**src/include/csl_defs.vh**
```
/*
 constants for the start-up configuration selector and lamp driver.
 assumes a 100 MHz pclk and byte addresses on an 8-bit APB paddr.
*/
// Functional notes
// - code is tens switch times ten plus units, taken once at start-up.
// - switch movement while running is ignored until the next restart.
// - fixed mode with nothing stored holds null address, no communication.
// - fixed mode later starts keep the last assigned address.
// - fixed mode refuses every software attempt to change address or mask.
// - code 0E clears address and mask, enables BootP, keeps other settings.
// - while 0E is selected, communication off and network lamp steady yellow.
// - code 0F restores all settings, address included, to factory values.
// - factory code accepts no connection; operator restarts after ready green.
// - reserved codes keep previous settings and light ready lamp red.
// - per port, green link lamp follows link presence.
// - per port, yellow activity lamp follows data transfer.
// - ready lamp green, yellow flash on update, green/yellow on faults.
// - network lamp green with connection, flashing green with address only.
// - network red on duplicate, red flash on timeout, green/red self test.
// - module lamp green, flash green, red, red flash, green/red self test.
// - sensor lamp green when present, off when low, red on overload.
// - actuator lamp green while actuator voltage present.
// - input channel lamp yellow while the input is set.
// - output channel lamp yellow when set, red on short, else off.
// - channel lamps indexed byte then bit, lamp number is byte*8+bit.
`ifndef CSL_DEFS_VH
`define CSL_DEFS_VH
`define CSL_CLK_MHZ        100
`define CSL_BLINK_MS       1000
`define CSL_SETTLE_CYC     4'h8
`define CSL_A_FLAGS        8'h00
`define CSL_A_DIR          8'h04
`define CSL_A_OUT          8'h08
`define CSL_A_IP           8'h0C
`define CSL_A_MASK         8'h10
`define CSL_A_CFG          8'h14
`define CSL_F_READY        0
`define CSL_F_FWUPD        1
`define CSL_F_TEMP         2
`define CSL_F_SELFTEST     3
`define CSL_F_CONN         4
`define CSL_F_IPCFG        5
`define CSL_F_DUPIP        6
`define CSL_F_EOTMO        7
`define CSL_F_MODCFG       8
`define CSL_F_RECERR       9
`define CSL_F_UNRECERR     10
`define CSL_FLAGS_RST      11'h000
`define CSL_CFG_REFUSED    16
`define CSL_U_FIXED        4'hA
`define CSL_U_CLEAR        4'hE
`define CSL_U_FACTORY      4'hF
`define CSL_DIGIT_MAX      4'h9
`define CSL_MANUAL_MAX     8'h32
`define CSL_DHCP_MAX       8'h9F
`define CSL_M_REMOTE       3'h0
`define CSL_M_MANUAL       3'h1
`define CSL_M_DHCP         3'h2
`define CSL_M_FIXED        3'h3
`define CSL_M_CLEAR        3'h4
`define CSL_M_FACTORY      3'h5
`define CSL_M_RESERVED     3'h6
`define CSL_NULL_IP        32'h00000000
`define CSL_PIN_W          48
`endif

```
**src/csl_sync2.v**
```verilog
/*
 two-stage synchroniser for a bundle of pin levels.
 assumes each bit is an independent slow level; no bus coherence.
*/
module csl_sync2 #(
	parameter W = 48
) (
	// clock and reset
	input  wire         pclk,
	input  wire         presetn,
	// pins and synced copy
	input  wire [W-1:0] pin_in,
	output reg  [W-1:0] pin_sync_ff
);
	reg [W-1:0] meta_ff;

	// first stage feeds only the second stage
	always @(posedge pclk or negedge presetn) begin
		if (!presetn) begin
			meta_ff     <= {W{1'b0}};
			pin_sync_ff <= {W{1'b0}};
		end else begin
			meta_ff     <= pin_in;
			pin_sync_ff <= meta_ff;
		end
	end
endmodule // csl_sync2

```
**src/csl_blink.v**
```verilog
/*
 shared blink timer producing a half-duty phase level.
 assumes HALF_CYC is at least one; the top shortens it in simulation.
*/
module csl_blink #(
	parameter [31:0] HALF_CYC = 32'h02FAF080
) (
	// clock and reset
	input  wire pclk,
	input  wire presetn,
	// blink phase
	output reg  blink_ff
);
	reg [31:0] cnt_ff;

	always @(posedge pclk or negedge presetn) begin
		if (!presetn) begin
			cnt_ff   <= 32'h00000000;
			blink_ff <= 1'b0;
		end else if (cnt_ff >= HALF_CYC - 32'h00000001) begin
			cnt_ff   <= 32'h00000000;
			blink_ff <= ~blink_ff;
		end else begin
			cnt_ff <= cnt_ff + 32'h00000001;
		end
	end
endmodule // csl_blink

```
**src/csl_lamp_ctrl.v**
```verilog
/*
 start-up configuration selector and status lamp driver with APB registers.
 assumes switch, port, supply and channel levels arrive from pins
 asynchronously; stored_* come from non-volatile storage on pclk.
*/
`include "csl_defs.vh"
module csl_lamp_ctrl #(
	parameter [31:0] BLINK_HALF =
		(`CSL_BLINK_MS * `CSL_CLK_MHZ * 1000) / 2
) (
	// clock and reset
	input  wire        pclk,
	input  wire        presetn,
	// apb slave
	input  wire        psel,
	input  wire        penable,
	input  wire        pwrite,
	input  wire [7:0]  paddr,
	input  wire [31:0] pwdata,
	output reg  [31:0] prdata,
	output reg         pready,
	output reg         pslverr,
	// rotary switches
	input  wire [3:0]  tens_switch,
	input  wire [3:0]  units_switch,
	// port and supply status pins
	input  wire [1:0]  port_link,
	input  wire [1:0]  port_activity,
	input  wire        sensor_ok,
	input  wire        sensor_overload,
	input  wire        supply_range_err,
	input  wire        actuator_ok,
	// channel pins
	input  wire [15:0] chan_in,
	input  wire [15:0] chan_short,
	// stored settings
	input  wire [31:0] stored_ip,
	input  wire [31:0] stored_mask,
	input  wire        stored_bootp,
	// address handling results
	output reg  [31:0] ip_addr_ff,
	output reg  [31:0] ip_mask_ff,
	output reg         comm_en_ff,
	output reg         bootp_en_ff,
	output reg         ip_clear_req_ff,
	output reg         factory_req_ff,
	output reg         cfg_done_ff,
	// lamps
	output reg  [1:0]  port_link_lamp,
	output reg  [1:0]  port_activity_lamp,
	output reg         ready_lamp_g,
	output reg         ready_lamp_y,
	output reg         ready_lamp_r,
	output reg         net_lamp_g,
	output reg         net_lamp_y,
	output reg         net_lamp_r,
	output reg         module_lamp_g,
	output reg         module_lamp_r,
	output reg         sensor_supply_lamp_g,
	output reg         sensor_supply_lamp_r,
	output reg         actuator_supply_lamp,
	output reg  [15:0] chan_lamp_y,
	output reg  [15:0] chan_lamp_r
);
	localparam [1:0] ST_WAIT   = 2'h0;
	localparam [1:0] ST_SAMPLE = 2'h1;
	localparam [1:0] ST_RUN    = 2'h2;

	wire [47:0] pin_s;
	wire        blink;
	reg  [1:0]  st_ff;
	reg  [3:0]  settle_ff;
	reg  [7:0]  code_ff;
	reg  [2:0]  mode_ff;
	reg  [10:0] flags_ff;
	reg  [15:0] dir_ff;
	reg  [15:0] out_ff;
	reg         refused_ff;
	reg  [2:0]  nxt_mode;
	reg  [7:0]  nxt_code;
	reg  [31:0] nxt_rdata;
	reg         nxt_err;

	wire [3:0]  tens_s   = pin_s[3:0];
	wire [3:0]  units_s  = pin_s[7:4];
	wire [1:0]  link_s   = pin_s[9:8];
	wire [1:0]  actv_s   = pin_s[11:10];
	wire        sen_ok_s = pin_s[12];
	wire        sen_ov_s = pin_s[13];
	wire        rng_s    = pin_s[14];
	wire        aok_s    = pin_s[15];
	wire [15:0] din_s    = pin_s[31:16];
	wire [15:0] shrt_s   = pin_s[47:32];

	csl_sync2 #(
		.W (`CSL_PIN_W)
	) u_sync (
		.pclk        (pclk),
		.presetn     (presetn),
		.pin_in      ({chan_short, chan_in, actuator_ok, supply_range_err,
		               sensor_overload, sensor_ok, port_activity,
		               port_link, units_switch, tens_switch}),
		.pin_sync_ff (pin_s)
	);

	csl_blink #(
		.HALF_CYC (BLINK_HALF)
	) u_blink (
		.pclk     (pclk),
		.presetn  (presetn),
		.blink_ff (blink)
	);

	// code from tens times ten plus units
	always @* begin
		nxt_code = {1'b0, tens_s, 3'h0} + {3'h0, tens_s, 1'b0}
		         + {4'h0, units_s};
		nxt_mode = `CSL_M_RESERVED;
		if (tens_s == 4'h0 && units_s == `CSL_U_FIXED)
			nxt_mode = `CSL_M_FIXED;
		else if (tens_s == 4'h0 && units_s == `CSL_U_CLEAR)
			nxt_mode = `CSL_M_CLEAR;
		else if (tens_s == 4'h0 && units_s == `CSL_U_FACTORY)
			nxt_mode = `CSL_M_FACTORY;
		else if (units_s > `CSL_DIGIT_MAX)
			nxt_mode = `CSL_M_RESERVED;
		else if (nxt_code == 8'h00)
			nxt_mode = `CSL_M_REMOTE;
		else if (nxt_code <= `CSL_MANUAL_MAX)
			nxt_mode = `CSL_M_MANUAL;
		else if (nxt_code <= `CSL_DHCP_MAX)
			nxt_mode = `CSL_M_DHCP;
	end

	wire apb_set = psel & ~penable;
	wire apb_wr  = psel & penable & pwrite;
	wire ip_lock = (mode_ff == `CSL_M_FIXED);

	// start-up sequencing and address handling
	always @(posedge pclk or negedge presetn) begin
		if (!presetn) begin
			st_ff           <= ST_WAIT;
			settle_ff       <= 4'h0;
			code_ff         <= 8'h00;
			mode_ff         <= `CSL_M_RESERVED;
			ip_addr_ff      <= `CSL_NULL_IP;
			ip_mask_ff      <= `CSL_NULL_IP;
			comm_en_ff      <= 1'b0;
			bootp_en_ff     <= 1'b0;
			ip_clear_req_ff <= 1'b0;
			factory_req_ff  <= 1'b0;
			cfg_done_ff     <= 1'b0;
		end else begin
			case (st_ff)
			ST_WAIT: begin
				// lets the synchroniser fill before the one sample
				settle_ff <= settle_ff + 4'h1;
				if (settle_ff == `CSL_SETTLE_CYC)
					st_ff <= ST_SAMPLE;
			end
			ST_SAMPLE: begin
				code_ff     <= nxt_code;
				mode_ff     <= nxt_mode;
				st_ff       <= ST_RUN;
				cfg_done_ff <= 1'b1;
				ip_addr_ff  <= stored_ip;
				ip_mask_ff  <= stored_mask;
				bootp_en_ff <= stored_bootp;
				comm_en_ff  <= 1'b1;
				case (nxt_mode)
				`CSL_M_FIXED: begin
					comm_en_ff <= (stored_ip != `CSL_NULL_IP);
				end
				`CSL_M_CLEAR: begin
					// clear address and mask, BootP on
					ip_addr_ff      <= `CSL_NULL_IP;
					ip_mask_ff      <= `CSL_NULL_IP;
					bootp_en_ff     <= 1'b1;
					ip_clear_req_ff <= 1'b1;
					comm_en_ff      <= 1'b0;
				end
				`CSL_M_FACTORY: begin
					ip_addr_ff     <= `CSL_NULL_IP;
					ip_mask_ff     <= `CSL_NULL_IP;
					bootp_en_ff    <= 1'b1;
					factory_req_ff <= 1'b1;
					comm_en_ff     <= 1'b0;
				end
				default: begin
					comm_en_ff <= 1'b1;
				end
				endcase
			end
			ST_RUN: begin
				// address writes refused in fixed mode
				if (apb_wr && !ip_lock && paddr == `CSL_A_IP)
					ip_addr_ff <= pwdata;
				if (apb_wr && !ip_lock && paddr == `CSL_A_MASK)
					ip_mask_ff <= pwdata;
			end
			default: st_ff <= ST_WAIT;
			endcase
		end
	end

	// apb registers; zero wait, data and error registered in setup
	always @* begin
		nxt_rdata = 32'h00000000;
		nxt_err   = 1'b0;
		case (paddr)
		`CSL_A_FLAGS: nxt_rdata = {21'h000000, flags_ff};
		`CSL_A_DIR:   nxt_rdata = {16'h0000, dir_ff};
		`CSL_A_OUT:   nxt_rdata = {16'h0000, out_ff};
		`CSL_A_IP:    nxt_rdata = ip_addr_ff;
		`CSL_A_MASK:  nxt_rdata = ip_mask_ff;
		`CSL_A_CFG:   nxt_rdata = {15'h0000, refused_ff,
		                           comm_en_ff, mode_ff, code_ff,
		                           3'h0, cfg_done_ff};
		default:      nxt_err = 1'b1;
		endcase
	end

	wire ip_try  = apb_wr && (paddr == `CSL_A_IP || paddr == `CSL_A_MASK);
	wire ref_set = ip_try && (ip_lock || st_ff != ST_RUN);
	wire ref_clr = apb_wr && paddr == `CSL_A_CFG
	             && pwdata[`CSL_CFG_REFUSED];

	always @(posedge pclk or negedge presetn) begin
		if (!presetn) begin
			prdata     <= 32'h00000000;
			pready     <= 1'b0;
			pslverr    <= 1'b0;
			flags_ff   <= `CSL_FLAGS_RST;
			dir_ff     <= 16'h0000;
			out_ff     <= 16'h0000;
			refused_ff <= 1'b0;
		end else begin
			pready <= 1'b1;
			if (apb_set) begin
				prdata  <= pwrite ? 32'h00000000 : nxt_rdata;
				pslverr <= nxt_err;
			end
			if (apb_wr && paddr == `CSL_A_FLAGS)
				flags_ff <= pwdata[10:0];
			if (apb_wr && paddr == `CSL_A_DIR)
				dir_ff <= pwdata[15:0];
			if (apb_wr && paddr == `CSL_A_OUT)
				out_ff <= pwdata[15:0];
			// refused change is flagged, set beats clear
			if (ref_set)
				refused_ff <= 1'b1;
			else if (ref_clr)
				refused_ff <= 1'b0;
		end
	end

	wire f_rdy   = flags_ff[`CSL_F_READY];
	wire f_self  = flags_ff[`CSL_F_SELFTEST];
	wire f_fault = rng_s | flags_ff[`CSL_F_TEMP] | sen_ov_s;
	reg  nxt_rg;
	reg  nxt_ry;
	reg  nxt_rr;
	reg  nxt_ng;
	reg  nxt_ny;
	reg  nxt_nr;
	reg  nxt_mg;
	reg  nxt_mr;

	// network and module chains ordered self test, faults, config, normal; ready chain faults, config, normal
	always @* begin
		nxt_rg = 1'b0;
		nxt_ry = 1'b0;
		nxt_rr = 1'b0;
		if (f_fault) begin
			nxt_rg = blink;
			nxt_ry = ~blink;
		end else if (mode_ff == `CSL_M_RESERVED && cfg_done_ff) begin
			nxt_rr = 1'b1;
		end else if (flags_ff[`CSL_F_FWUPD]) begin
			nxt_ry = blink;
		end else if (f_rdy) begin
			nxt_rg = 1'b1;
		end
		nxt_ng = 1'b0;
		nxt_ny = 1'b0;
		nxt_nr = 1'b0;
		// self test and faults on network lamp
		if (!f_rdy) begin
			nxt_ng = 1'b0;
		end else if (f_self) begin
			nxt_ng = blink;
			nxt_nr = ~blink;
		end else if (flags_ff[`CSL_F_DUPIP]) begin
			nxt_nr = 1'b1;
		end else if (flags_ff[`CSL_F_EOTMO]) begin
			nxt_nr = blink;
		end else if (mode_ff == `CSL_M_CLEAR) begin
			// steady yellow while clearing code held
			nxt_ny = 1'b1;
		end else if (flags_ff[`CSL_F_CONN] && comm_en_ff) begin
			nxt_ng = 1'b1;
		end else if (flags_ff[`CSL_F_IPCFG] && comm_en_ff) begin
			nxt_ng = blink;
		end
		nxt_mg = 1'b0;
		nxt_mr = 1'b0;
		if (!f_rdy) begin
			nxt_mg = 1'b0;
		end else if (f_self) begin
			nxt_mg = blink;
			nxt_mr = ~blink;
		end else if (flags_ff[`CSL_F_UNRECERR]) begin
			nxt_mr = blink;
		end else if (flags_ff[`CSL_F_RECERR]) begin
			nxt_mr = 1'b1;
		end else if (!flags_ff[`CSL_F_MODCFG]) begin
			nxt_mg = blink;
		end else begin
			nxt_mg = 1'b1;
		end
	end

	always @(posedge pclk or negedge presetn) begin
		if (!presetn) begin
			port_link_lamp       <= 2'h0;
			port_activity_lamp   <= 2'h0;
			ready_lamp_g         <= 1'b0;
			ready_lamp_y         <= 1'b0;
			ready_lamp_r         <= 1'b0;
			net_lamp_g           <= 1'b0;
			net_lamp_y           <= 1'b0;
			net_lamp_r           <= 1'b0;
			module_lamp_g        <= 1'b0;
			module_lamp_r        <= 1'b0;
			sensor_supply_lamp_g <= 1'b0;
			sensor_supply_lamp_r <= 1'b0;
			actuator_supply_lamp <= 1'b0;
		end else begin
			port_link_lamp       <= link_s;
			port_activity_lamp   <= actv_s;
			ready_lamp_g         <= nxt_rg;
			ready_lamp_y         <= nxt_ry;
			ready_lamp_r         <= nxt_rr;
			net_lamp_g           <= nxt_ng;
			net_lamp_y           <= nxt_ny;
			net_lamp_r           <= nxt_nr;
			module_lamp_g        <= nxt_mg;
			module_lamp_r        <= nxt_mr;
			// overload red wins over present green
			sensor_supply_lamp_r <= sen_ov_s;
			sensor_supply_lamp_g <= sen_ok_s & ~sen_ov_s;
			actuator_supply_lamp <= aok_s;
		end
	end

	// lamp k is byte k/8, bit k%8
	genvar k;
	generate
		for (k = 0; k < 16; k = k + 1) begin : g_chan
			always @(posedge pclk or negedge presetn) begin
				if (!presetn) begin
					chan_lamp_y[k] <= 1'b0;
					chan_lamp_r[k] <= 1'b0;
				end else if (dir_ff[k]) begin
					chan_lamp_r[k] <= shrt_s[k];
					chan_lamp_y[k] <= out_ff[k] & ~shrt_s[k];
				end else begin
					chan_lamp_r[k] <= 1'b0;
					chan_lamp_y[k] <= din_s[k];
				end
			end
		end
	endgenerate
endmodule // csl_lamp_ctrl

```
**config.mk**
```make
export PLATFORM = sky130hd
export DESIGN_NAME = csl_lamp_ctrl
export DESIGN_NICKNAME = d
export VERILOG_FILES = /design/src/csl_sync2.v /design/src/csl_blink.v /design/src/csl_lamp_ctrl.v
export VERILOG_INCLUDE_DIRS = /design/src /design/src/include
export SDC_FILE = /design/constraint.sdc
export NUM_CORES = 1
export LEC_CHECK = 0
export BUFFER_PORTS_ARGS = -buffer_cell sky130_fd_sc_hd__buf_2
export CAP_MARGIN = 5
export CORE_AREA = 2 2 161 179
export CTS_CLUSTER_DIAMETER = 50
export DETAILED_ROUTE_END_ITERATION = 10
export DIE_AREA = 0 0 163 181
export PLACE_DENSITY = 0.79
export SYNTH_ARGS = -nofsm -noshare
export SYNTH_HDL_FRONTEND = slang
export SYNTH_HIERARCHICAL = 1
export SYNTH_SLANG_ARGS = --single-unit
```
**constraint.sdc**
```tcl
create_clock -name pclk -period 3.56 [get_ports pclk]
set_input_delay 0.178 -clock pclk [delete_from_list [all_inputs] [get_ports pclk]]
set_output_delay 0.178 -clock pclk [all_outputs]
set_load 0.005 [all_outputs]
```
* Word level (Yosys, flattened, before mapping)
Cells that the tools add are included.
** Cells by class
- Add/sub/neg operators :: 4
- Order comparisons :: 4
- Equality and inequality tests :: 21
- Multiplexer cells :: 89
- Bitwise gates (word level) :: 42
- Reduce and logical (&&, ||, !) cells :: 33
** Operator list (number)
- $mux 32 :: 6
- $pmux 32 s6 :: 1
- $pmux 32 s2 :: 2
- $mux 1 :: 70
- $add 32x1->32 const B :: 1
- $ge 32x26->1 const B :: 1
- $reduce_bool 32->1 :: 1
- $mux 3 :: 7
- $and 1x1->1 :: 20
- $not 1->1 :: 20
- $eq 4x4->1 const B :: 4
- $eq 8x4->1 const B :: 2
- $eq 8x5->1 const B :: 2
- $logic_and 1x1->1 :: 16
- $logic_not 8->1 :: 2
- $eq 3x3->1 const B :: 4
- $reduce_and 2->1 :: 5
- $add 7x5->8 :: 1
- $add 8x4->8 :: 1
- $eq 8x3->1 const B :: 1
- $le 8x6->1 const B :: 1
- $le 8x8->1 const B :: 1
- $ne 2x2->1 const B :: 4
- $eq 3x2->1 const B :: 2
- other kinds (15) :: 18
** Storage, ports and cells
- Register bits after elaboration :: 340
- Input port bits :: 158
- Output and inout port bits :: 150
- Word-level logic and storage cells :: 260

* Longest topological paths before layout
Gate-level depths: netlist of run 1.
- Depth in word-level cells :: 14
- Mapped depth :: 9
- Depth with buffers taken out :: 9

* Hierarchy
The synthesis of run 1 kept the hierarchy.
** Modules (own cells, without submodules)
- csl_lamp_ctrl :: times used 1, cells each 907, area an instance 9664.3 µm², seq. area each 5282.6 µm²
- csl_sync2 :: times used 1, cells each 96, area an instance 2402.3 µm², seq. area each 2402.3 µm²
- csl_blink :: times used 1, cells each 152, area an instance 1562.7 µm², seq. area each 825.8 µm²

* Worst setup path before layout of run 1
Ideal clock, no wire load.
- Path kind :: register to register
- Start :: register u_sync.pin_sync_ff[0]
- End :: register mode_ff[1]
- Library setup time :: 0.079 ns
- Arrival :: 2.353 ns
- Data required time :: 3.481 ns
- Slack :: 1.127 ns
- Stages on the path, launching flop included :: 10
- Path buffers :: 0
- Clock period less this slack :: 2.433 ns
- Cells stage by stage :: dfrtp_1 > inv_1 > fa_1 > inv_1 > ha_1 > a211oi_1 > nor2_1 > xor2_1 > a211o_1 > a22o_1
** Between the ends
- Cells in the longest elaborated chain, start to end :: 9
- Elaborated cells between the ends (all ways) :: 14
- Those cells by class :: 2 x add/sub; 1 x order compare; 6 x mux; 5 x reduce/logical
** Ends and longest elaborated chain
- start, declared :: line csl_sync2.v:13 : output reg [W-1:0] pin_sync_ff
- start signal, assigned :: line csl_sync2.v:21 : pin_sync_ff <= {W{1'b0}};
- start signal, assigned :: line csl_sync2.v:24 : pin_sync_ff <= meta_ff;
- $add 7x5->8 :: line csl_lamp_ctrl.v:116 : nxt_code = {1'b0, tens_s, 3'h0} + {3'h0, tens_s, 1'b0}
- $add 8x4->8 :: line csl_lamp_ctrl.v:117 : + {4'h0, units_s};
- $le 8x6->1 (no source line)
- $mux 3 :: line csl_lamp_ctrl.v:129 : else if (nxt_code <= `CSL_MANUAL_MAX)
- $mux 3 :: line csl_lamp_ctrl.v:127 : else if (nxt_code == 8'h00)
- $mux 3 :: line csl_lamp_ctrl.v:125 : else if (units_s > `CSL_DIGIT_MAX)
- $mux 3 :: line csl_lamp_ctrl.v:123 : else if (tens_s == 4'h0 && units_s == `CSL_U_FACTORY)
- $mux 3 :: line csl_lamp_ctrl.v:121 : else if (tens_s == 4'h0 && units_s == `CSL_U_CLEAR)
- $mux 3 * :: line csl_lamp_ctrl.v:119 : if (tens_s == 4'h0 && units_s == `CSL_U_FIXED)
- end signal, assigned :: line csl_lamp_ctrl.v:145 : mode_ff <= `CSL_M_RESERVED;
- end signal, assigned :: line csl_lamp_ctrl.v:163 : mode_ff <= nxt_mode;
- end, declared :: line csl_lamp_ctrl.v:74 : reg [2:0] mode_ff;
Every way passes the cells marked *; elsewhere a longest branch is shown, timed or not.
A chain may end at the register's enable or synchronous reset.

* Worst setup path after layout of run 1
- Start :: register u_sync.pin_sync_ff[3]
- End :: register ip_mask_ff[23]
** Between the ends
- Cells in the longest elaborated chain, start to end :: 14
- Elaborated cells between the ends (all ways) :: 21
- Those cells by class :: 2 x add/sub; 2 x order compare; 2 x eq/ne; 9 x mux; 6 x reduce/logical
** Ends and longest elaborated chain
- $add 7x5->8 :: line csl_lamp_ctrl.v:116
- $add 8x4->8 :: line csl_lamp_ctrl.v:117
- $le 8x8->1 (no source line)
- $mux 3 :: line csl_lamp_ctrl.v:131 : else if (nxt_code <= `CSL_DHCP_MAX)
- $mux 3 :: line csl_lamp_ctrl.v:129
- $mux 3 :: line csl_lamp_ctrl.v:127
- $mux 3 :: line csl_lamp_ctrl.v:125
- $mux 3 :: line csl_lamp_ctrl.v:123
- $mux 3 :: line csl_lamp_ctrl.v:121
- $mux 3 * :: line csl_lamp_ctrl.v:119
- $eq 3x3->1 :: line csl_lamp_ctrl.v:170 : case (nxt_mode)
- $reduce_or 2->1 (no source line) *
- $mux 32 * :: line csl_lamp_ctrl.v:170
- $pmux 32 s2 * :: line csl_lamp_ctrl.v:154 : case (st_ff)
- end signal, assigned :: line csl_lamp_ctrl.v:167 : ip_mask_ff <= stored_mask;
- end signal, assigned :: line csl_lamp_ctrl.v:177 : ip_mask_ff <= `CSL_NULL_IP;
- end signal, assigned :: line csl_lamp_ctrl.v:184 : ip_mask_ff <= `CSL_NULL_IP;
- end, declared :: line csl_lamp_ctrl.v:42 : output reg [31:0] ip_mask_ff,
Marks and branches as above.

==> results.json, run 1 <==
{
  "gp_congestion": 0.907,
  "grtUsageTotal_pct": 28.9,
  "synth-edff-count": 0,
  "port_buffers": 307,
  "yosys-top-cells-area": "dfrtp_1 (62%), a22oi_1 (4.4%), nand2_1 (4.0%)",
  "cp.arrival_ns": 3.37,
  "synth_common_cells": "dfrtp_1 (338), nand2_1 (144), a22oi_1 (79)",
  "maxCapViolations": 0,
  "crit_fanout": 54,
  "final_hold_viol_count": 0,
  "synth_area_leader_cell": "dfrtp_1",
  "drt-initial-drc-count": 1186,
  "nets": 1774,
  "drc": 0,
  "start_util_pct": 49.3,
  "via_per_inst": 5.70,
  "syn-instance-count": 1155,
  "grt_pass1_wl_mm": 65.2,
  "worstPathRequired_ns": 3.94,
  "yosysMostFrequentCell": "dfrtp_1",
  "post_cts.resized_instances": 0,
  "fin_crit_ns": 2.99,
  "yosys_warnings": 6,
  "hold_path.class": "in2reg",
  "ios": 308,
  "drv_slew": 0,
  "cts_made_buffers": 37,
  "hpwl_mm": 27.6,
  "peakVddDrop_mv": 0.354,
  "clk_path_buf_depth": 3,
  "antenna_found_initial": 4,
  "fin_tns_setup_ns": 0,
  "die_height_um": 181,
  "worstSetupStartpointType": "flip-flop",
  "routed_wl_mm": 42.6,
  "slew_headroom_pct": 18.4,
  "skew_ns": 0.0210,
  "synth.avg_cell_area_um2": 11.8,
  "timing.final.crit_share_pct": 83.9,
  "ys_ff_latch": 340,
  "p_leak_nw": 8.73,
  "grt_overflow_total": 0,
  "vias": 11400,
  "cts_tree": "built",
  "synth-seq-area-share_pct": 62.4,
  "cts_root_buf": "clkbuf_16",
  "clock_sinks": 340,
  "crit_type": "reg2reg",
  "nFillCells": 2032,
  "finish.instance_area_um2": 18200,
  "htree_levels": 2,
  "layout-drive-gt1-share_pct": 28.2,
  "wire_per_inst_um": 21.3,
  "fmax_ghz": 0.335,
  "synth_cell_type_count": 72,
  "die-area_um2": 29500,
  "die_x_um": 163,
  "ys.flop_type": "dfrtp_1",
  "setup_viol": 0,
  "power_density_nw_per_um2": 484,
  "grt_pass1_vias": 11700,
  "endpoint_kind": "flip-flop",
  "placed_cell_area_um2": 15500,
  "synthToLayoutAreaGrowth_pct": 33.3,
  "outcome": "completed",
  "grt_max_degree": 105,
  "core_um2": 27600,
  "path_clk_slew_ns": 0.06,
  "rsz0062_at_grt": "false",
  "yosys.area.top_type_share_pct": 62.1,
  "ys_async_sr_fraction_pct": 100,
  "rows": 64,
  "postRouteAntennaNets": 0,
  "drtPass1Iterations": 6,
  "tightestPinTransition_ns": 1.22,
  "syn_area_um2": 13600,
  "clk_latency_ns": 0.53
}
[layout by cell type (no fill, tap or decap), types with 11 or more instances in the layout]
master / n
o22ai_1: 20
buf_2: 306
xnor2_1: 11
buf_4: 13
mux2_2: 46
dfrtp_1: 338
a21oi_1: 35
dlygate4sd3_1: 140
nand3_1: 14
clkbuf_16: 39
nor2b_1: 11
a22oi_1: 79
o21ai_0: 42
and2_1: 20
mux2i_1: 16
o21ai_1: 68
inv_1: 35
nor2_1: 53
nand2_1: 144
[through the flow]
step / util (%) / worst slack [ns] / power [mW] / hold slack (ns) / cells
3_3_place_gp: 56.2 / 0.950 / 4.83 / 0.286 / 1788
4_1_cts: 65.7 / 0.658 / 8.82 / 0.000185 / 1993
3_5_place_dp: 56.2 / 0.911 / 4.85 / 0.287 / 1788
6_report: 65.8 / 0.575 / 8.78 / 0.00750 / 1998
5_1_grt: 65.7 / 0.471 / 9.10 / 0.0194 / 1997
2_1_floorplan: - / 1.13 / 4.45 / -0.118 / 1160
[flip-flops by register name (all words and copies together) (netlist names), 11 cells and up]
register	cells
ip_mask_ff	32
dir_ff	16
u_sync/meta_ff	48
chan_lamp_y	16
u_sync/pin_sync_ff	48
chan_lamp_r	16
flags_ff	11
ip_addr_ff	32
prdata	32
out_ff	16
u_blink/cnt_ff	32
[report_power, final]
group	switching, mW	leakage, nW	internal [mW]
logic	0.397	3.88	0.364
registers	0.132	4.24	4.03
clock network	1.59	0.612	2.27
total	2.12	8.73	6.67
[path summary, 6_finish.rpt]
kind,from,end,slack [ns],cells after the start
max,u_sync/pin_sync_ff[3],ip_mask_ff[23],0.57,7
min,pwdata[21],ip_mask_ff[21],0.007,3
max reg2reg,u_sync/pin_sync_ff[3],ip_mask_ff[23],0.57,7
min reg2reg,u_sync/meta_ff[6],u_sync/pin_sync_ff[6],0.34,0
max in group asynchronous,presetn,u_sync/meta_ff[11],2.30,3
min in group asynchronous,presetn,u_sync/meta_ff[30],0.30,2
[logic make-up (layout without fill, tap and decap cells)]
kind of cell / count (synthesis) / in the layout / share of synthesized area, %
and+or+nand+nor: 316 / 316 / 11.4
DFF: 340 / 340 / 62.4
muxes: 74 / 74 / 6.21
buffers and inverters: 93 / 563 / 3.17
xor gates and xnor gates: 21 / 21 / 1.35
AOI/OAI and AO/OA: 297 / 297 / 14.1
other: 2 / 12 / 0.0551
adders and majority gates: 12 / 12 / 1.21
[worst max-delay path, stage by stage (launching register included)]
cell           delay [ns]
dfrtp_1              0.47
or4b_4               0.60
nor3_4               0.32
nor2_4               0.14
buf_4                0.33
a22oi_1              0.29
dlygate4sd3_1        0.61
o21ai_1              0.06
[final cells by class]
type                            instances  area (um^2)  share of cell area [%]
Multi-Input combinational cell        727         4720                    26.0
Timing Repair Buffer                  463         3110                    17.1
Antenna cell                            5         12.5                  0.0689
Clock buffer                           49         1060                    5.85
Clock inverter                         16          163                   0.895
Sequential cell                       340         8510                    46.9
Tap cell                              363          454                    2.50
Inverter                               35          131                   0.723
[timing repair]
action / 4_1_cts / 5_1_grt
hold buffers: 140 / 0
buffers inserted: 0 / 0
endpoints found under the hold margin: 240 / 0
[routing by layer]
| layer | up-vias | GRT usage (%) | wire, um |
|---|---|---|---|
| li1 | 5002 | - | - |
| met1 | 5597 | 33.3 | 15300 |
| met2 | 624 | 48.6 | 21200 |
| met3 | 157 | 7.87 | 3860 |
| met4 | 0 | 16.0 | 2320 |
| met5 | - | 0 | 0 |
No activity file was read; power rests on OpenSTA's default activity.
==> inputs of run 2 (changes only) <==
--- a/config.mk
+++ b/config.mk
@@ -8,11 +8,11 @@
 export LEC_CHECK = 0
 export BUFFER_PORTS_ARGS = -buffer_cell sky130_fd_sc_hd__buf_2
 export CAP_MARGIN = 5
-export CORE_AREA = 2 2 161 179
+export CORE_AREA = 2 2 163 180
 export CTS_CLUSTER_DIAMETER = 50
 export DETAILED_ROUTE_END_ITERATION = 10
-export DIE_AREA = 0 0 163 181
-export PLACE_DENSITY = 0.79
+export DIE_AREA = 0 0 165 182
+export PLACE_DENSITY = 0.8
 export SYNTH_ARGS = -nofsm -noshare
 export SYNTH_HDL_FRONTEND = slang
 export SYNTH_HIERARCHICAL = 1
==> constraint.sdc (replaced) <==
create_clock -name pclk -period 2.7 [get_ports pclk]
set_input_delay 0.135 -clock pclk [delete_from_list [all_inputs] [get_ports pclk]]
set_output_delay 0.135 -clock pclk [all_outputs]
set_load 0.005 [all_outputs]
==> run 2 against run 1 <==
  * Via count is 0.98% higher
  * Maximum frequency is 14% higher
  * Count of clock-buffer cells in the layout stayed put
  * Non-clock buffer count is 27 higher
  * Clock skew is 0.011 ns lower
  * Register-to-register slack worse by 0.49 ns
  * Worst hold slack better by 0.011 ns
  * Critical path depth is 1 lower
  * Worst setup slack worse by 0.49 ns
  * Sequential power is 32% higher
  * Critical endpoint is now ip_addr_ff[17]
  * Largest cell class unchanged
==> results.json, run 2 (synthesis gave the netlist of run 1 again) <==
{
  "final_hold_viol_count": 0,
  "crit_fanout": 21,
  "endpoint_kind": "flip-flop",
  "pwr-share-comb_pct": 8.9,
  "hold_ws_ns": 0.0187,
  "postRouteAntennaNets": 0,
  "p_leak_nw": 8.88,
  "p_sw_mw": 2.77,
  "pwr-share-clk_pct": 44.4,
  "rrSetupSlack_ns": 0.08,
  "cp_cell_sequence": "or4b_4, nor3_4, nor2_4, a22oi_1, dlygate4sd3_1, o21ai_1",
  "power_density_nw_per_um2": 635,
  "crit_path_start": "u_sync/pin_sync_ff[3]",
  "outcome": "completed",
  "routed_wl_mm": 43.4,
  "grt_pass1_wl_mm": 65.8,
  "die_height_um": 182,
  "grt_max_degree": 79,
  "reg_top3": "u_sync/meta_ff: 48 flops, u_sync/pin_sync_ff: 48 flops",
  "layout-drive-gt1-share_pct": 28.9,
  "sequentialPowerShare_pct": 46.7,
  "cpPeakStageDelay_ns": 0.59,
  "timing.final.crit_share_pct": 97.0,
  "via_per_inst": 5.66,
  "gp_congestion": 0.899,
  "tightestPinTransition_ns": 1.30,
  "setup_viol": 0,
  "peakVddDrop_mv": 0.473,
  "crit_type": "reg2reg",
  "switching_share_pct": 23.5,
  "final_cells": 2029,
  "finish.instance_area_um2": 18500,
  "grtUsageTotal_pct": 28.8,
  "hpwl_mm": 28.0,
  "cts_tree": "built",
  "clock_sinks": 340,
  "grt_overflow_total": 0,
  "synthToLayoutAreaGrowth_pct": 35.6,
  "clk_path_buf_depth": 3,
  "fin_crit_ns": 2.62,
  "slew_headroom_pct": 13.4,
  "fin_tns_setup_ns": 0,
  "pre_cts_ws_ns": 0.101,
  "r2r_start": "u_sync/pin_sync_ff[3]",
  "clk_latency_ns": 0.52,
  "fin_util_pct": 65.1,
  "vias": 11500,
  "htree_levels": 2,
  "drt-initial-drc-count": 1204,
  "drtPass1Iterations": 7,
  "worstSetupStartpointType": "flip-flop",
  "ios": 308,
  "nFillCells": 2069,
  "maxCapViolations": 0,
  "core_um2": 28400,
  "worstPathRequired_ns": 3.09,
  "layout.cells.most_common_list": "dfrtp_1 (337), buf_2 (306), dlygate4sd3_1 (153), nand2_1 (144), a22oi_1 (78)",
  "total_power_mw": 11.7,
  "wire_per_inst_um": 21.4,
  "dp_cells": 1805,
  "drc": 0,
  "hold_path.class": "in2reg",
  "hold_start": "pwrite",
  "die_x_um": 165,
  "fmax_ghz": 0.382,
  "die-area_um2": 30000,
  "cpMaxStageDelayCell": "dlygate4sd3_1",
  "placed_cell_area_um2": 15600,
  "cts_root_buf": "clkbuf_16",
  "cts_made_buffers": 36,
  "port_buffers": 307,
  "layout_setup_ws_ns": 0.0811,
  "nets": 1801,
  "layout_commonest_cell": "dfrtp_1",
  "start_util_pct": 48.0,
  "path_clk_slew_ns": 0.06,
  "drv_slew": 0,
  "antenna_found_initial": 3,
  "rows": 65,
  "intPower_mw": 8.98,
  "cp.arrival_ns": 3.01,
  "skew_ns": 0.0103,
  "grt_pass1_vias": 12100
}
==> run 2: timing repair <==
item	CTS	global route
gates resized for setup	0	3
setup buffers	0	2
setup endpoints to repair	0	14
hold buffers	153	0
endpoints found under the hold margin	214	0
==> run 2: metal layers <==
metal  GRT usage [%]  wire (um)  part of all wire [%]
met5               0          0                     0
met2            48.8      21500                    49
met4            16.7       2560                   5.9
met3            7.47       3690                   8.5
met1            32.6      15700                    36
==> run 2: layout make-up <==
cell class	count	area, um^2	share of cell area (%)
antenna	3	7.51	0.0406
clock buffer	49	1060	5.75
clock inverter	16	204	1.10
inverter	35	131	0.711
multi-input combinational	728	4740	25.6
sequential	340	8510	46.1
tap	368	460	2.49
timing repair buffer	490	3370	18.2
==> run 2: path summary, 6_finish.rpt <==
check / depth (start not counted) / to
worst max-delay path: 6 / ip_addr_ff[17]
worst min-delay path: 3 / prdata[15]
worst max register to register: 6 / ip_addr_ff[17]
worst min register to register: 0 / u_sync/pin_sync_ff[11]
max in group asynchronous: 3 / u_sync/meta_ff[36]
min in group asynchronous: 2 / u_sync/pin_sync_ff[31]
==> run 2: critical path: cells and delay by family, from the launching register on <==
kind | cells | cell delay [ns]
DFF | 1 | 0.46
AOI/OAI and AO/OA | 2 | 0.25
buffers and inverters | 1 | 0.59
and+or+nand+nor | 3 | 1.17
==> run 2: power by group through the flow <==
| stage | Clock [mW] | Sequential, mW | Combinational, mW |
|---|---|---|---|
| 6_report | 5.22 | 5.48 | 1.04 |
| 2_1_floorplan | 0 | 5.51 | 0.348 |
| 5_1_grt | 5.52 | 5.50 | 1.15 |
| 3_3_place_gp | 0 | 5.56 | 0.819 |
| 4_1_cts | 5.26 | 5.48 | 1.02 |
| 3_5_place_dp | 0 | 5.57 | 0.838 |
==> inputs of run 3 (changes only) <==
--- a/config.mk
+++ b/config.mk
@@ -8,11 +8,12 @@
 export LEC_CHECK = 0
 export BUFFER_PORTS_ARGS = -buffer_cell sky130_fd_sc_hd__buf_2
 export CAP_MARGIN = 5
-export CORE_AREA = 2 2 163 180
+export CORE_AREA = 2 2 161 179
+export CTS_BUF_LIST = sky130_fd_sc_hd__clkbuf_2
 export CTS_CLUSTER_DIAMETER = 50
 export DETAILED_ROUTE_END_ITERATION = 10
-export DIE_AREA = 0 0 165 182
-export PLACE_DENSITY = 0.8
+export DIE_AREA = 0 0 163 181
+export PLACE_DENSITY = 0.82
 export SYNTH_ARGS = -nofsm -noshare
 export SYNTH_HDL_FRONTEND = slang
 export SYNTH_HIERARCHICAL = 1
==> constraint.sdc (replaced) <==
create_clock -name pclk -period 2.7 [get_ports pclk]
set_input_delay 0.135 -clock pclk [delete_from_list [all_inputs] [get_ports pclk]]
set_output_delay 0.135 -clock pclk [all_outputs]
set_load 0.02 [all_outputs]
==> run 3 against run 2 <==
  * The flow now finishes with violations (negative setup slack)
  * Critical path depth grew 2
  * Sequential share of layout area fell by 0.89 points
  * Worst hold slack improved by 0.056 ns
  * Critical path type is now in2reg
  * Critical endpoint is now comm_en_ff
  * Largest cell class unchanged
  * Highest routed layer unchanged
==> results.json, run 3 (synthesis gave the netlist of run 1 again) <==
{
  "outcome": "finished, violations left",
  "violations": "negative setup slack",
  "worstPathRequired_ns": 3.43,
  "maxCapViolations": 0,
  "p_sw_mw": 2.89,
  "final_hold_viol_count": 0,
  "wire_per_inst_um": 21.5,
  "grtUsageTotal_pct": 31.5,
  "nets": 1940,
  "layout-drive-gt1-share_pct": 29.9,
  "multi_input_area_um2": 4740,
  "finish.instance_area_um2": 18800,
  "die_x_um": 163,
  "synthToLayoutAreaGrowth_pct": 38.3,
  "grt_pass1_wl_mm": 70.4,
  "cts_tree": "built",
  "pwr-share-clk_pct": 33.0,
  "register_area_um2": 8510,
  "skew_ns": 0.109,
  "cpPeakStageDelay_ns": 0.97,
  "die-area_um2": 29500,
  "rrSetupSlack_ns": 0.14,
  "cp.arrival_ns": 3.54,
  "layout_commonest_cell": "dfrtp_1",
  "critical_path_cell_count": 8,
  "drc": 0,
  "peakVddDrop_mv": 0.383,
  "wl_met1_mm": 17.2,
  "ios": 308,
  "cp_top_family": "buffers and inverters",
  "path_clk_slew_ns": 0.11,
  "grt_max_degree": 80,
  "fmax_ghz": 0.356,
  "fin_crit_ns": 2.81,
  "fin_tns_setup_ns": -0.109,
  "crit_top_cell": "dlygate4sd3_1",
  "worstRegToRegCells": 7,
  "endpoint_kind": "flip-flop",
  "cts_made_buffers": 83,
  "rows": 64,
  "crit_type": "in2reg",
  "drv_slew": 0,
  "timing.final.crit_share_pct": 104,
  "gp_congestion": 0.898,
  "final_cells": 2181,
  "cp_cell_sequence": "dlygate4sd3_1, buf_2, nor4_1, nand4_1, dlygate4sd3_1, nor2_1, dlygate4sd3_1, a31oi_1",
  "layout_setup_ws_ns": -0.109,
  "intPower_mw": 7.19,
  "highest_layer": "met4",
  "rsz0062_at_grt": "false",
  "setup_viol": 1,
  "dp_cells": 1806,
  "power_density_nw_per_um2": 535,
  "wl_met3_mm": 4.15,
  "reg_top3": "u_sync/meta_ff: 48 flops, u_sync/pin_sync_ff: 48 flops",
  "via_per_inst": 5.59,
  "clk_path_buf_depth": 3,
  "cp.buffers_inverters": 4,
  "layout.cells.most_common_list": "dfrtp_1 (338), buf_2 (306), dlygate4sd3_1 (239), nand2_1 (144), clkbuf_2 (111)",
  "drtPass1Iterations": 7,
  "pwr-share-comb_pct": 12.6,
  "grt_overflow_total": 0,
  "clk_latency_ns": 0.91,
  "hold_path.class": "in2reg",
  "vias": 12200,
  "slew_headroom_pct": 22.1,
  "clock_sinks": 340,
  "postRouteAntennaNets": 0,
  "worstSetupStartpointType": "input port",
  "whs_path_depth": 3,
  "cpMaxStageDelayCell": "nor4_1",
  "hpwl_mm": 28.9,
  "sequentialPowerShare_pct": 54.4,
  "crit_fanout": 2,
  "grt_pass1_vias": 12800,
  "nFillCells": 1943,
  "placed_cell_area_um2": 15700,
  "core_um2": 27600,
  "start_util_pct": 49.3,
  "switching_share_pct": 28.7,
  "drt-initial-drc-count": 1336,
  "routed_wl_mm": 46.9,
  "p_leak_nw": 9.19,
  "antenna_found_initial": 2,
  "wl_met2_mm": 23.4,
  "die_height_um": 181,
  "port_buffers": 307,
  "tightestPinTransition_ns": 1.16,
  "hold_ws_ns": 0.0745,
  "htree_levels": 3,
  "cts_root_buf": "clkbuf_2"
}
-- run 3: cell count changes in the layout (fill, tap and decap cells not counted), moves of 3 or more --
cell / before / now
clkbuf_16: 38 / 0
clkbuf_1: 4 / 0
dlygate4sd3_1: 153 / 239
clkbuf_2: 0 / 111
clkinv_2: 7 / 4
clkbuf_8: 7 / 0
buf_4: 25 / 29
clkinv_1: 0 / 10
-- run 3: timing repair --
item                                    in CTS  in global routing
resized for setup                            0                  2
endpoints found under the setup margin       0                 26
setup buffers                                0                  1
hold endpoints to repair                   520                  0
hold buffers                               240                  0
-- run 3: stage by stage --
stage          worst slack (ns)  utilization [%]  power (mW)
6_report                 -0.109             68.2        10.1
5_1_grt                  0.0235             68.2        10.6
4_1_cts                  0.0856             68.1        10.0
3_5_place_dp             0.0864             56.8        6.54
3_3_place_gp              0.128             56.8        6.51
2_1_floorplan             0.267                -        5.98
-- run 3: area by class of cell --
cell class / instances / share of cell area (%)
antenna: 2 / 0.0266
clock buffer: 111 / 2.95
clock inverter: 20 / 0.770
inverter: 35 / 0.697
multi-input combinational: 728 / 25.2
sequential: 340 / 45.2
tap: 363 / 2.41
timing repair buffer: 582 / 22.8
-- run 3: worst register-to-register path: stages (launching register included) --
cell	delay, ns
dfrtp_1	0.49
or4b_4	0.59
nor3_4	0.23
buf_12	0.15
nor2_4	0.11
a22oi_1	0.18
dlygate4sd3_1	0.62
o21ai_1	0.08
-- run 3: final timing paths --
kind                                        from                     end
max                                stored_ip[18]              comm_en_ff
min                                   pwdata[11]              out_ff[11]
max reg2reg                u_sync/pin_sync_ff[3]          ip_addr_ff[20]
min reg2reg                   u_sync/meta_ff[28]  u_sync/pin_sync_ff[28]
max in group asynchronous                presetn          chan_lamp_r[2]
min in group asynchronous                presetn           ip_mask_ff[0]
-- run 3: power groups by stage --
stage	clock network (mW)	logic (mW)	registers, mW
2_1_floorplan	0	0.348	5.63
3_3_place_gp	0	0.939	5.57
3_5_place_dp	0	0.957	5.58
4_1_cts	3.34	1.23	5.48
5_1_grt	3.68	1.37	5.51
6_report	3.32	1.27	5.49
-- run 3: routing by layer --
layer / GRT usage, % / vias to the layer above
met4: 15.5 / 0
met5: 0 / -
li1: - / 5360
met1: 36.0 / 5921
met3: 8.65 / 168
met2: 54.2 / 738
